**config.mk**
```make
export PLATFORM = sky130hd
export DESIGN_NAME = ptl_level_bank
export DESIGN_NICKNAME = d
export VERILOG_FILES = /design/src/ptl_pkg.sv /design/src/ptl_crc_engine.sv /design/src/ptl_level_bank.sv
export SDC_FILE = /design/constraint.sdc
export NUM_CORES = 1
export LEC_CHECK = 0
export BUFFER_PORTS_ARGS = -buffer_cell sky130_fd_sc_hd__clkbuf_2
export CORE_MARGIN = 2
export CORE_UTILIZATION = 47
export CTS_CLUSTER_DIAMETER = 40
export CTS_CLUSTER_SIZE = 24
export DETAILED_ROUTE_END_ITERATION = 8
export GPL_TIMING_DRIVEN = 0
export PLACE_DENSITY = 0.76
export SYNTH_ARGS = -nofsm -noshare
export SYNTH_HDL_FRONTEND = slang
export SYNTH_SLANG_ARGS = --single-unit
export TNS_END_PERCENT = 10
```
**constraint.sdc**
```tcl
create_clock -name clk_i -period 6.5 [get_ports clk_i]
set_input_delay 0.975 -clock clk_i [delete_from_list [all_inputs] [get_ports clk_i]]
set_output_delay 0.975 -clock clk_i [all_outputs]
set_load 0.05 [all_outputs]
```
**src/ptl_pkg.sv**
```systemverilog
package ptl_pkg;

  // register indices; the byte address on the bus is four times the index
  localparam logic [6:0] IDX_LEVEL_FOUR_TOP = 7'h76;
  localparam logic [6:0] IDX_PACK_FOUR_FIVE = 7'h77;
  localparam logic [6:0] IDX_PACK_FIVE_SEVEN = 7'h78;
  localparam logic [6:0] IDX_PACK_SEVEN_EIGHT = 7'h79;
  localparam logic [6:0] IDX_LEVEL_NINTH = 7'h7a;
  localparam logic [6:0] IDX_LEVEL_TENTH = 7'h7b;
  localparam logic [6:0] IDX_LEVEL_ELEVENTH = 7'h7c;
  localparam logic [6:0] IDX_LEVEL_TWELFTH = 7'h7d;
  localparam logic [6:0] IDX_LEVEL_OFFSET = 7'h7e;
  localparam logic [6:0] IDX_CHECKSUM = 7'h7f;

  // storage slots, slot 0 sits at IDX_LEVEL_FOUR_TOP
  localparam int unsigned MAP_BYTES = 9;
  localparam logic [3:0] MAP_LAST = 4'h8;
  // writable bits per slot; the rest read as zero and ignore writes
  localparam logic [8:0][7:0] MAP_MASK = {8'h0f, 8'hff, 8'hff, 8'hff, 8'hff,
                                          8'hff, 8'hff, 8'hff, 8'h01};

  // field positions inside the packed slots
  localparam int unsigned L4_TOP_BIT = 0;
  localparam int unsigned L5_LOW_BIT = 7;
  localparam int unsigned L6_MSB = 6;
  localparam int unsigned L6_LSB = 2;
  localparam int unsigned L8_MSB = 4;
  localparam int unsigned OFFSET_MSB = 3;

  // checksum engine
  localparam logic [7:0] CRC_POLY = 8'h07;
  localparam logic [7:0] CRC_INIT = 8'hff;
  // commit edge to done pulse, in cycles
  localparam int unsigned CRC_LATENCY = 10;

  typedef enum logic [0:0] {
    PTL_CRC_IDLE = 1'b0,
    PTL_CRC_RUN = 1'b1
  } ptl_crc_state_t;

endpackage

```
**src/ptl_crc_engine.sv**
```systemverilog
`timescale 1ns/1ps
module ptl_crc_engine (
  input wire logic clk_i,
  input wire logic rst_i,
  input wire logic start_i,
  input wire logic [7:0] byte_i,
  output logic [3:0] byte_sel_o,
  output logic busy_o,
  output logic done_o,
  output logic [7:0] crc_o
);

  ptl_pkg::ptl_crc_state_t state;
  ptl_pkg::ptl_crc_state_t next_state;
  logic [3:0] cnt;
  logic [7:0] acc;
  logic last_byte;

  // msb-first crc-8 over one byte
  function automatic logic [7:0] crc_step(input logic [7:0] c, input logic [7:0] d);
    logic [7:0] r;
    r = c ^ d;
    for (int i = 0; i < 8; i++) begin
      r = r[7] ? ((r << 1) ^ ptl_pkg::CRC_POLY) : (r << 1);
    end
    return r;
  endfunction

  assign last_byte = (cnt == ptl_pkg::MAP_LAST);
  assign byte_sel_o = cnt;
  assign busy_o = (state == ptl_pkg::PTL_CRC_RUN);

  always_comb begin
    case (state)
      ptl_pkg::PTL_CRC_IDLE: next_state = start_i ? ptl_pkg::PTL_CRC_RUN : ptl_pkg::PTL_CRC_IDLE;
      ptl_pkg::PTL_CRC_RUN: begin
        if (start_i) begin
          next_state = ptl_pkg::PTL_CRC_RUN;
        end else begin
          next_state = last_byte ? ptl_pkg::PTL_CRC_IDLE : ptl_pkg::PTL_CRC_RUN;
        end
      end
      default: next_state = ptl_pkg::PTL_CRC_IDLE;
    endcase
  end

  // a new start mid-walk restarts, so a byte already passed is never stale
  always_ff @(posedge clk_i) begin
    if (rst_i) begin
      state <= ptl_pkg::PTL_CRC_IDLE;
      cnt <= 4'h0;
      acc <= ptl_pkg::CRC_INIT;
      done_o <= 1'b0;
      crc_o <= 8'h00;
    end else begin
      state <= next_state;
      done_o <= busy_o && last_byte && !start_i;
      if (start_i) begin
        cnt <= 4'h0;
        acc <= ptl_pkg::CRC_INIT;
      end else if (busy_o) begin
        cnt <= cnt + 4'h1;
        acc <= crc_step(acc, byte_i);
        if (last_byte) begin
          crc_o <= crc_step(acc, byte_i);
        end
      end
    end
  end

endmodule

```
**src/ptl_level_bank.sv**
```systemverilog
// Behaviour
// - level four low nibble at 77h 7:4
// - level four top bit at 76h bit 0
// - level five bits 4:1 at 77h 3:0
// - level five bit 0 at 78h bit 7
// - level six at 78h bits 6:2
// - level seven split 78h 1:0, 79h 7:5
// - level eight at 79h bits 4:0
// - levels nine, ten fill 7Ah, 7Bh
// - levels eleven, twelve fill 7Ch, 7Dh
// - two's-complement offset at 7Eh bits 3:0
// - levels and offset undefined until written
// - checksum register at 7Fh over map
// - any map write recomputes the checksum
`timescale 1ns/1ps
module ptl_level_bank (
  input wire logic clk_i,
  input wire logic rst_i,
  input wire logic cyc_i,
  input wire logic stb_i,
  input wire logic we_i,
  input wire logic [8:0] adr_i,
  input wire logic [3:0] sel_i,
  input wire logic [31:0] dat_i,
  output logic [31:0] dat_o,
  output logic ack_o,
  output logic [4:0] second_preset_level_four_o,
  output logic [4:0] second_preset_level_five_o,
  output logic [4:0] second_preset_level_six_o,
  output logic [4:0] second_preset_level_seven_o,
  output logic [4:0] second_preset_level_eight_o,
  output logic [7:0] second_preset_level_nine_o,
  output logic [7:0] second_preset_level_ten_o,
  output logic [7:0] second_preset_level_eleven_o,
  output logic [7:0] second_preset_level_twelve_o,
  output logic [3:0] second_preset_level_offset_o,
  output logic [7:0] threshold_map_checksum_o,
  output logic checksum_busy_o
);

  ////////////////////////////////////////////////////////////////////////////
  logic [7:0] map_q [ptl_pkg::MAP_BYTES];
  logic [7:0] checksum;
  logic [6:0] bus_idx;
  logic req;
  logic wr_commit;
  logic [ptl_pkg::MAP_BYTES-1:0] slot_hit;
  logic map_write;
  logic [7:0] bus_byte;
  logic [3:0] crc_sel;
  logic [7:0] crc_byte;
  logic crc_done;
  logic [7:0] crc_value;

  // masked read of one slot; reserved bits come back as zero
  function automatic logic [7:0] slot_read(input logic [3:0] s, input logic [7:0] v);
    logic [7:0] r;
    r = 8'h00;
    if (s <= ptl_pkg::MAP_LAST) begin
      r = v & ptl_pkg::MAP_MASK[s];
    end
    return r;
  endfunction

  ////////////////////////////////////////////////////////////////////////////
  assign bus_idx = adr_i[8:2];
  assign req = cyc_i && stb_i;
  // writes land on the edge where the master sees ack, and only on lane 0
  assign wr_commit = req && we_i && ack_o && sel_i[0];
  assign map_write = |slot_hit;

  genvar g;
  generate
    for (g = 0; g < ptl_pkg::MAP_BYTES; g++) begin : g_slot
      assign slot_hit[g] = wr_commit && (bus_idx == ptl_pkg::IDX_LEVEL_FOUR_TOP + 7'(g));
      // no reset
      // storage is left uninitialised on purpose; only a write defines it
      // mask reserved bits
      always_ff @(posedge clk_i) begin
        if (slot_hit[g]) begin
          map_q[g] <= dat_i[7:0] & ptl_pkg::MAP_MASK[g];
        end
      end
    end
  endgenerate

  ////////////////////////////////////////////////////////////////////////////
  // bus readback of checksum and map slots
  assign bus_byte = (bus_idx == ptl_pkg::IDX_CHECKSUM) ? checksum :
                    (bus_idx >= ptl_pkg::IDX_LEVEL_FOUR_TOP) ?
                    slot_read(4'(bus_idx - ptl_pkg::IDX_LEVEL_FOUR_TOP),
                              map_q[4'(bus_idx - ptl_pkg::IDX_LEVEL_FOUR_TOP)]) :
                    8'h00;
  assign crc_byte = (crc_sel <= ptl_pkg::MAP_LAST) ? slot_read(crc_sel, map_q[crc_sel]) : 8'h00;

  always_ff @(posedge clk_i) begin
    if (rst_i) begin
      ack_o <= 1'b0;
      dat_o <= 32'h0000_0000;
    end else begin
      ack_o <= req && !ack_o;
      if (req && !ack_o) begin
        dat_o <= {24'h00_0000, bus_byte};
      end
    end
  end

  ptl_crc_engine u_crc (
    .clk_i(clk_i),
    .rst_i(rst_i),
    .start_i(map_write),
    .byte_i(crc_byte),
    .byte_sel_o(crc_sel),
    .busy_o(checksum_busy_o),
    .done_o(crc_done),
    .crc_o(crc_value)
  );

  // hardware-only update
  // bus writes to the checksum are dropped; it has no value before the first walk
  always_ff @(posedge clk_i) begin
    if (crc_done) begin
      checksum <= crc_value;
    end
  end

  ////////////////////////////////////////////////////////////////////////////
  // level four join
  assign second_preset_level_four_o = {map_q[0][ptl_pkg::L4_TOP_BIT], map_q[1][7:4]};
  assign second_preset_level_five_o = {map_q[1][3:0], map_q[2][ptl_pkg::L5_LOW_BIT]};
  assign second_preset_level_six_o = map_q[2][ptl_pkg::L6_MSB:ptl_pkg::L6_LSB];
  assign second_preset_level_seven_o = {map_q[2][1:0], map_q[3][7:5]};
  assign second_preset_level_eight_o = map_q[3][ptl_pkg::L8_MSB:0];
  assign second_preset_level_nine_o = map_q[4];
  assign second_preset_level_ten_o = map_q[5];
  assign second_preset_level_eleven_o = map_q[6];
  assign second_preset_level_twelve_o = map_q[7];
  assign second_preset_level_offset_o = map_q[8][ptl_pkg::OFFSET_MSB:0];
  assign threshold_map_checksum_o = checksum;

  ////////////////////////////////////////////////////////////////////////////
  // assertion helper: the checksum holds no value until a first walk ends
  logic checksum_seen;
  always_ff @(posedge clk_i) begin
    if (rst_i) begin
      checksum_seen <= 1'b0;
    end else if (crc_done) begin
      checksum_seen <= 1'b1;
    end
  end

  function automatic logic wr_to(input logic [6:0] idx);
    return wr_commit && (bus_idx == idx);
  endfunction
endmodule

```
# Yosys cells after proc, flatten, opt, wreduce, memory -nomap -nowiden
# Memory sizes are Yosys's and may differ from the RTL's. A register that Yosys moved wholly into a read port is not among the register bits.
# Cells that the tools add are included.
totals:
  regBits: 39
  ramBits: 72
  rom_bits: 256
  inputBits: 50
  out_inout_bits: 103
  wordCells: 135
  memories: 3
memory_table:
  columns: ["memory", "words", "width", "rd", "rd_clocked_by_memory_dff", "wr", "line", "rtl"]
  rows:
  - ["(name not given)", 16, 8, 1, 1, 0, "ptl_level_bank.sv:60", "r = v & ptl_pkg::MAP_MASK[s];"]
  - ["(name not given)", 16, 8, 1, 0, 0, "ptl_level_bank.sv:60", null]
  - ["map_q", 9, 8, 11, 1, 1, "ptl_level_bank.sv:42", "logic [7:0] map_q [ptl_pkg::MAP_BYTES];"]
op_classes:
  addsub: 2
  order_cmp: 5
  n_eq_ne: 11
  muxes: 64
  bitwise: 13
  reduce_logical: 29
op_table:
  columns: ["op", "count"]
  rows:
  - ["8-bit two-way mux", 14]
  - ["7-bit equality test (second input constant)", 10]
  - ["8-bit OR reduction", 8]
  - ["4-bit two-way mux", 12]
  - ["1-bit two-way mux", 29]
  - ["3-bit two-way mux", 8]
  - ["3-bit NOT", 8]
  - ["8-bit bitwise AND", 2]
  - ["1-bit logical AND", 16]
  - ["4-bit by 5-bit less-than comparator with 1-bit output (second input constant)", 2]
  - ["10-bit OR reduction", 1]
  - ["9-bit OR reduction", 1]
  - ["4-bit <= comparator (second input constant)", 2]
  - ["8-bit XOR", 1]
  - ["7-bit greater-or-equal comparator (second input constant)", 1]
  - ["4-bit by 1-bit adder with 4-bit output (second input constant)", 1]
  - ["4-bit equality test (second input constant)", 1]
  - ["4-bit by 3-bit subtractor with 4-bit output (second input constant)", 1]
  - ["3-bit AND reduction", 1]
  - ["1-bit logical NOT", 2]
  - ["1-bit NOT", 2]
  - ["1-bit case mux with 2 select lines", 1]

# Longest topological paths before layout
# Gate-level depths: netlist of the first run.
depth:
  depth_word: 21
  depth_mapped: 9
  mapped_depth_nobuf: 9

# Hierarchy
# A second synthesis of the first run with hierarchy kept.
hier_totals:
  cells_unflattened: 379
  hier_area_um2: 5008.6
by_module_without_submodules:
  columns: ["module", "n_inst", "cells_per_inst", "area_per_inst_um2", "seq_area_each_um2"]
  rows:
  - ["ptl_level_bank", 1, 271, 3907.5, 2252.2]
  - ["ptl_crc_engine", 1, 108, 1101.1, 440.4]

# Worst setup path before layout of the first run
# Ideal clock, no wire load.
synth_path:
  kind: "input-to-reg"
  start: "input adr_i[2]"
  end: "memory map_q[1][0], enable pin"
  arrival_ns: 2.336
  required_time_ns: 6.130
  slack_ns: 3.794
  stages: 5
  path_buffers: 3
  cell_sequence: "buf_2 -> buf_1 -> clkbuf_1 -> nand2_1 -> nor2_1"
synth_via:
  elab_chain_cells: 13
  word_cells_on_any_way: 60
  cone_classes: "9 x eq/ne; 34 x mux; 17 x reduce/logical"
synth_lines:
  columns: ["item", "line", "rtl"]
  rows:
  - ["from (decl)", "ptl_level_bank.sv:22", "input wire logic [8:0] adr_i,"]
  - ["7-bit equality test (*)", "ptl_level_bank.sv:75", "assign slot_hit[g] = wr_commit && (bus_idx == ptl_pkg::IDX_LEVEL_FOUR_TOP + 7'(g));"]
  - ["1-bit logical AND (*)", "ptl_level_bank.sv:75", null]
  - ["named net slot_hit (one bit)", "ptl_level_bank.sv:47", "logic [ptl_pkg::MAP_BYTES-1:0] slot_hit;"]
  - ["1-bit two-way mux (*)", "ptl_level_bank.sv:80", "if (slot_hit[g]) begin"]
  - ["1-bit two-way mux (implied by the code) (*)", "ptl_level_bank.sv:81", "map_q[g] <= dat_i[7:0] & ptl_pkg::MAP_MASK[g];"]
  - ["8-bit OR reduction (no line)", null, null]
  - ["4-bit two-way mux (no line) / 1-bit two-way mux (equally long branches) (8 in a row)", null, null]
  - ["to (decl)", "ptl_level_bank.sv:42", null]
# Mark *: on every way through the listed nets, which the timed path passes. The rest lies on a longest branch.

# Final worst setup path of the first run
layout_path:
  start: "input adr_i[3]"
  end: "memory map_q[4][6], enable pin"
layout_via:
  word_cells_on_any_way: 60
  cone_classes: "9 x eq/ne; 34 x mux; 17 x reduce/logical"
layout_rtl:
  columns: ["item", "line"]
  rows:
  - ["7-bit equality test (*)", "ptl_level_bank.sv:75"]
  - ["1-bit logical AND (*)", "ptl_level_bank.sv:75"]
  - ["named net slot_hit (one bit)", "ptl_level_bank.sv:47"]
  - ["1-bit two-way mux (*)", "ptl_level_bank.sv:80"]
  - ["1-bit two-way mux (implied by the code) (*)", "ptl_level_bank.sv:81"]
  - ["8-bit OR reduction (no line)", null]
  - ["4-bit two-way mux (no line) / 1-bit two-way mux (equally long branches) (5 in a row)", null]
# Marks and branches as above.

==> summary.md, run 1 <==
| Metric | Value |
|---|---|
| Yosys top cell by area | `edfxtp_1` |
| Max cap viols | `0` |
| Final setup violation count | `0` |
| Leakage | `2.26 nW` |
| # rows | `38` |
| Post-synth EDFFs | `69` |
| Clk Latency, worst-skew pair | `0.38 ns` |
| Overall routing resource usage | `0.220` |
| Core box area | `10,800 sq um` |
| Final period util | `0.506` |
| Ports | `153` |
| Worst reg2reg setup slack | `3.76 ns` |
| Layout cells sized above 1 | `0.333` |
| CTS tree | `done` |
| Highest routed layer | `met4` |
| Met2 wire length | `5820 microns` |
| CP peak stage delay | `0.84 ns` |
| Cells along the critical path | `clkbuf_2 -> clkbuf_1 -> clkbuf_1 -> nand2b_1 -> nor2_1` |
| Seq/Total Area, Yosys | `0.545` |
| Hold Crit Class | `reg2reg` |
| Netlist cell types | `59` |
| CP max-delay cell | `nor2_1` |
| DRC | `0` |
| Final Skew | `0.0123 ns` |
| Filler cell count | `881` |
| Die Footprint | `11,800 sq um` |
| Drt wl/cell | `18.4 microns` |
| Mapped Cells | `411` |
| CP arrival | `3.29 ns` |
| Final nets | `595` |
| Asr flop ratio synth | `0` |
| Peak VDD IR | `0.114 mV` |
| Final max-slew violation count | `0` |
| Die X-Extent | `109 microns` |
| First-pass iteration count of the detailed router | `5` |
| 1st-iter DRT viols | `305` |
| CTS Hold Bufs | `0` |
| Critical path class | `in2reg` |
| CTS sink cnt | `106` |
| Status | `complete, no violations` |
| Final core occ | `0.565` |
| Max H-tree Level | `3` |
| Area Growth Syn to Fin | `18.2%` |
| Final ANT Viol Nets | `0` |
| Synthesized area per cell | `12.5 sq um` |
| Num CTS Buffers | `9` |
| Final Hold Viols | `0` |
| Vias in the first global route | `3,625` |
| Initial Utilization | `0.478` |
| Minimum clock period after layout | `3.29 ns` |
| Number of gates resized after CTS | `0` |
| Crit. End Element | `flip-flop` |
| Slew @ Worst Pin | `1.07 ns` |
| First-pass GRT wire length | `19,200 microns` |
| CP Max Fanout | `10` |
| Initial antenna violation count | `0` |
| Register bit count reported by yosys | `106` |
| DP HPWL | `9420 microns` |
| Vias/cell | `5.53` |
| Power Total | `1.23 mW` |
| Synth top area cells | `edfxtp_1, dfxtp_1, mux4_2` |
| GPL Wtd Cong | `0.911` |
| Die Y-Extent | `109 microns` |
| Req. time, crit path | `6.50 ns` |
| FMAX | `304 MHz` |
| Clock Pin Slew Worst Setup and Hold Paths | `0.11 ns` |
| Post CTS Setup Buffer Count | `0` |
| Setup crit start kind | `input port` |
| Sequential cell area | `2810 sq um` |
| Worst path most repeated cell | `clkbuf_1` |
| Top FF cell, synth | `edfxtp_1` |
| Power per Cell Area | `201 nW/um^2` |
| Max Root-Sink Buffers | `2` |
| Final TNS setup | `0 ns` |
| Netlist Area Pre-Place | `5160 sq um` |
| DRT met1 WL | `5020 microns` |
| Grt total ovfl | `0` |
| Vias | `3,800` |
| Drt total wl | `12,600 microns` |
| Max-slew headroom | `0.287` |
| # diodes | `0` |
| Largest net degree at the start of global routing | `20` |
| Multi-input logic area | `2120 sq um` |
| Root Buffer | `clkbuf_8` |
| # port buffers | `97` |
| YS warnings | `0` |
| Top cell type's share of synthesized area | `0.402` |
| DR WL met3 | `1430 microns` |
| RSZ-0062 raised after global routing | `no` |
==> metal layers <==
metal / global-route usage / up-vias
met2: 0.345 / 228
met3: 0.0544 / 29
met1: 0.294 / 1773
met4: 0.0925 / 0
li1: - / 1770
met5: 0 / -
==> registers in the layout, summed over array words and instances, names as in the netlist, named ones only <==
name and flops:
u_crc.busy_o 1, map_q 61, ack_o 1, threshold_map_checksum_o 8, u_crc.byte_sel_o 4, dat_o 8
u_crc.done_o 1, u_crc.crc_o 8, u_crc.acc 8
==> stage by stage <==
stage / cells / hold WS (ns) / setup WS [ns] / instance area (sq um)
after detailed placement: 671 / 0.420 / 2.86 / 5910
after floorplan: 434 / 0.409 / 3.79 / 5240
after global placement: 671 / 0.415 / 2.74 / 5900
final: 687 / 0.439 / 3.21 / 6100
after global routing: 687 / 0.458 / 3.14 / 6100
after CTS: 687 / 0.443 / 3.28 / 6100
==> layout make-up <==
| class | instances | share of cell area |
|---|---|---|
| buffer | 45 | 0.0482 |
| multi-input combinational | 276 | 0.348 |
| sequential | 106 | 0.461 |
| timing repair buffer | 97 | 0.0796 |
| tap | 140 | 0.0287 |
| inverter | 7 | 0.00431 |
| clock buffer | 10 | 0.0209 |
| clock inverter | 6 | 0.00903 |
==> synthesized netlist by cell type, drive strengths merged (7+ instances only) <==
| master | n |
|---|---|
| nand3 | 8 |
| o21ai | 10 |
| nand2 | 13 |
| nor2b | 10 |
| dfxtp | 37 |
| a221oi | 9 |
| inv | 7 |
| nor3 | 15 |
| a211oi | 18 |
| a21oi | 9 |
| nor2 | 39 |
| mux4 | 16 |
| a22oi | 12 |
| clkbuf | 12 |
| mux2 | 17 |
| xnor2 | 22 |
| buf | 33 |
| edfxtp | 69 |
| nand2b | 10 |
==> critical path: cells and delay by family <==
family | cells | cell delay, ns
buffers and inverters | 3 | 1.29
AND/OR/NAND/NOR | 2 | 1.02
==> report_power, final <==
group,switching [mW],internal [mW],leakage (nW)
logic,0.0850,0.0346,1.24
clock network,0.239,0.149,0.0942
registers,0.00167,0.717,0.922
total,0.326,0.901,2.26
==> final timing paths <==
| kind | startpoint | cells past startpoint | end |
|---|---|---|---|
| worst min register to register | u_crc.crc_o[1] | 0 | threshold_map_checksum_o[1] |
| worst max-delay path | adr_i[3] | 5 | map_q[4][6] |
| worst max register to register | u_crc.byte_sel_o[0] | 9 | u_crc.acc[2] |
| worst min-delay path | u_crc.crc_o[1] | 0 | threshold_map_checksum_o[1] |
==> cell families after synthesis <==
family,count (synthesis),share of synthesized area
and+or+nand+nor,112,0.110
muxes,38,0.118
buffers and inverters,52,0.0621
DFF,106,0.545
adders and majority gates,3,0.00728
other,1,0.000727
AOI/OAI and AO/OA,74,0.108
xor gates and xnor gates,25,0.0483
==> placed cells by master, fill, tap and decap left out, drive strengths merged, types with 2 or more instances in the layout <==
master	instances
xor2	3
a221oi	9
xnor2	22
a21oi	9
and2	3
edfxtp	69
nand3b	2
mux2	17
buf	33
nor3	15
o31ai	4
dfxtp	37
o21ai	10
nor3b	2
nand3	8
a221o	2
clkbuf	119
mux2i	5
nand2	13
a22oi	12
a211oi	18
ha	3
inv	12
conb	24
nor2	39
mux4	16
nand2b	10
nor2b	10
a2111oi	2
Note: power is estimated with default switching activity, not from simulation.
==> inputs of run 2 (changes only) <==
- PLACE_DENSITY: 0.76 -> 0.79
- clock period: 6.5 -> 2.9 ns (I/O delays scaled with it)
==> run 2 against run 1 <==
Sequential power increased by 120%. Die area unchanged. Combinational power increased by 120%. Via count increased by 1.2%. Design area increased by 0.53%. Largest power group unchanged.
==> summary.md, run 2 (synthesis gave the netlist of run 1 again) <==
| Metric | Value |
|---|---|
| Die X-Extent | `109 microns (unchanged)` |
| Vias | `3,844 (was 3,800)` |
| Max H-tree Level | `3 (unchanged)` |
| Largest Register | `map_q (unchanged)` |
| Die Footprint | `11,800 sq um (unchanged)` |
| Peak VDD IR | `0.317 mV (was 0.114 mV)` |
| Status | `complete, no violations (unchanged)` |
| Ports | `153 (unchanged)` |
| Final Cell Area | `6130 sq um (was 6100 sq um)` |
| Drt total wl | `12,600 microns (about the same)` |
| First-pass GRT wire length | `19,200 microns (about the same)` |
| Leakage | `2.27 nW (was 2.26 nW)` |
| Crit. End Element | `flip-flop (unchanged)` |
| Placed Area | `5920 sq um (was 5910 sq um)` |
| Pre-CTS setup slack | `-0.170 ns (was 2.86 ns)` |
| Max reg flops | `61 (unchanged)` |
| 1st-iter DRT viols | `298 (was 305)` |
| Max-slew headroom | `0.249 (was 0.287)` |
| Final period util | `0.951` |
| Largest net degree at the start of global routing | `23 (was 20)` |
| DP HPWL | `9570 microns (was 9420 microns)` |
| Core box area | `10,800 sq um (unchanged)` |
| Clk Latency, worst-skew pair | `0.38 ns (about the same)` |
| Drt wl/cell | `18.4 microns (about the same)` |
| Filler cell count | `912 (was 881)` |
| # port buffers | `97 (unchanged)` |
| Final max-slew violation count | `0 (unchanged)` |
| CTS Hold Bufs | `0 (unchanged)` |
| First-pass iteration count of the detailed router | `5 (unchanged)` |
| Final setup violation count | `0 (unchanged)` |
| GPL Wtd Cong | `0.902 (was 0.911)` |
| Final WS setup | `0.142 ns (was 3.21 ns)` |
| Vias in the first global route | `3,639 (was 3,625)` |
| Root Buffer | `clkbuf_8 (unchanged)` |
| Clock Pin Slew Worst Setup and Hold Paths | `0.11 ns (about the same)` |
| Dpl cells | `672 (was 671)` |
| Max Root-Sink Buffers | `2 (unchanged)` |
| CP arrival | `2.76 ns (was 3.29 ns)` |
| # rows | `38 (unchanged)` |
| Slew @ Worst Pin | `1.12 ns (was 1.07 ns)` |
| CP Max Fanout | `10 (unchanged)` |
| Final Hold Viols | `0 (unchanged)` |
| Power Total | `2.81 mW (was 1.23 mW)` |
| Number of gates resized after CTS | `0 (unchanged)` |
| Initial antenna violation count | `0 (unchanged)` |
| Final ANT Viol Nets | `0 (unchanged)` |
| RSZ-0062 raised after global routing | `no (unchanged)` |
| Overall routing resource usage | `0.220 (about the same)` |
| Final core occ | `0.568 (was 0.565)` |
| DRC | `0 (unchanged)` |
| Max cap viols | `0 (unchanged)` |
| Power per Cell Area | `458 nW/um^2 (was 201 nW/um^2)` |
| Layout cells sized above 1 | `0.334 (was 0.333)` |
| Final Skew | `0.0135 ns (was 0.0123 ns)` |
| CTS tree | `done (unchanged)` |
| Final nets | `596 (was 595)` |
| # diodes | `0 (unchanged)` |
| CTS sink cnt | `106 (unchanged)` |
| Num CTS Buffers | `9 (unchanged)` |
| Req. time, crit path | `2.90 ns (was 6.50 ns)` |
| Setup crit start kind | `input port (unchanged)` |
| Commonest non-fill, non-tap cell in the layout | `clkbuf_2 (unchanged)` |
| Vias/cell | `5.59 (was 5.53)` |
| Die Y-Extent | `109 microns (unchanged)` |
| Initial Utilization | `0.478 (unchanged)` |
| Finished Layout Cells | `688 (was 687)` |
| Sequential cell area | `2810 sq um (unchanged)` |
| Grt total ovfl | `0 (unchanged)` |
| FMAX | `363 MHz` |
| Critical path class | `in2reg (unchanged)` |
| Post CTS Setup Buffer Count | `0 (unchanged)` |
| Area Growth Syn to Fin | `18.9% (was 18.2%)` |
| Most frequent cells in the layout | `clkbuf_2, edfxtp_1, nor2_1 (unchanged)` |
| Minimum clock period after layout | `2.76 ns` |
| Multi-input logic area | `2110 sq um (was 2120 sq um)` |
| Hold Crit Class | `in2reg (was reg2reg)` |
## run 2: cell count changes in the layout (fill, tap and decap cells not counted)
cell	before	now
inv_6	4	1
clkinv_8	0	3
clkbuf_1	13	12
buf_4	26	27
nor3_2	2	1
nor3_1	13	14
inv_8	1	2
## run 2: path summary, 6_finish.rpt
kind	depth (start not counted)	slack, ns	to	startpoint
hold / removal	1	0.32	map_q[7][6]	dat_i[6]
hold reg to reg	0	0.44	threshold_map_checksum_o[0]	u_crc.crc_o[0]
setup reg to reg	9	0.24	u_crc.crc_o[2]	u_crc.byte_sel_o[0]
setup / recovery	5	0.14	map_q[5][0]	adr_i[3]
## run 2: metrics by stage
stage	hold WS, ns	setup TNS (ns)
floorplan	0.409	0
global placement	0.414	-6.28
detailed placement	0.420	-4.22
CTS	0.308	0
global route	0.314	0
finish	0.320	0
## run 2: worst max-delay path, cell delays in order
cell,delay (ns)
clkbuf_2,0.22
clkbuf_1,0.54
clkbuf_1,0.52
nand2_1,0.17
nor2_1,0.87
## run 2: layer usage
metal  up-vias  part of all wire  global-route usage
met1      1829              0.40               0.292
li1       1775                 -                   -
met5         -                 0                   0
met4         0             0.026              0.0705
met2       205              0.48               0.364
met3        35             0.092              0.0472
## run 2: final cells by class
class                      count  area share
sequential                   106       0.459
tap                          140      0.0286
inverter                       7     0.00429
buffer                        45      0.0480
timing repair buffer          98      0.0804
clock inverter                 7      0.0145
clock buffer                   9      0.0202
multi-input combinational    276       0.345
## run 2: where the power goes
part           leakage, nW  switching [mW]  internal, mW  total (mW)
clock network        0.106           0.576         0.351       0.927
logic                 1.24           0.191        0.0775       0.269
registers            0.922         0.00383          1.61        1.61
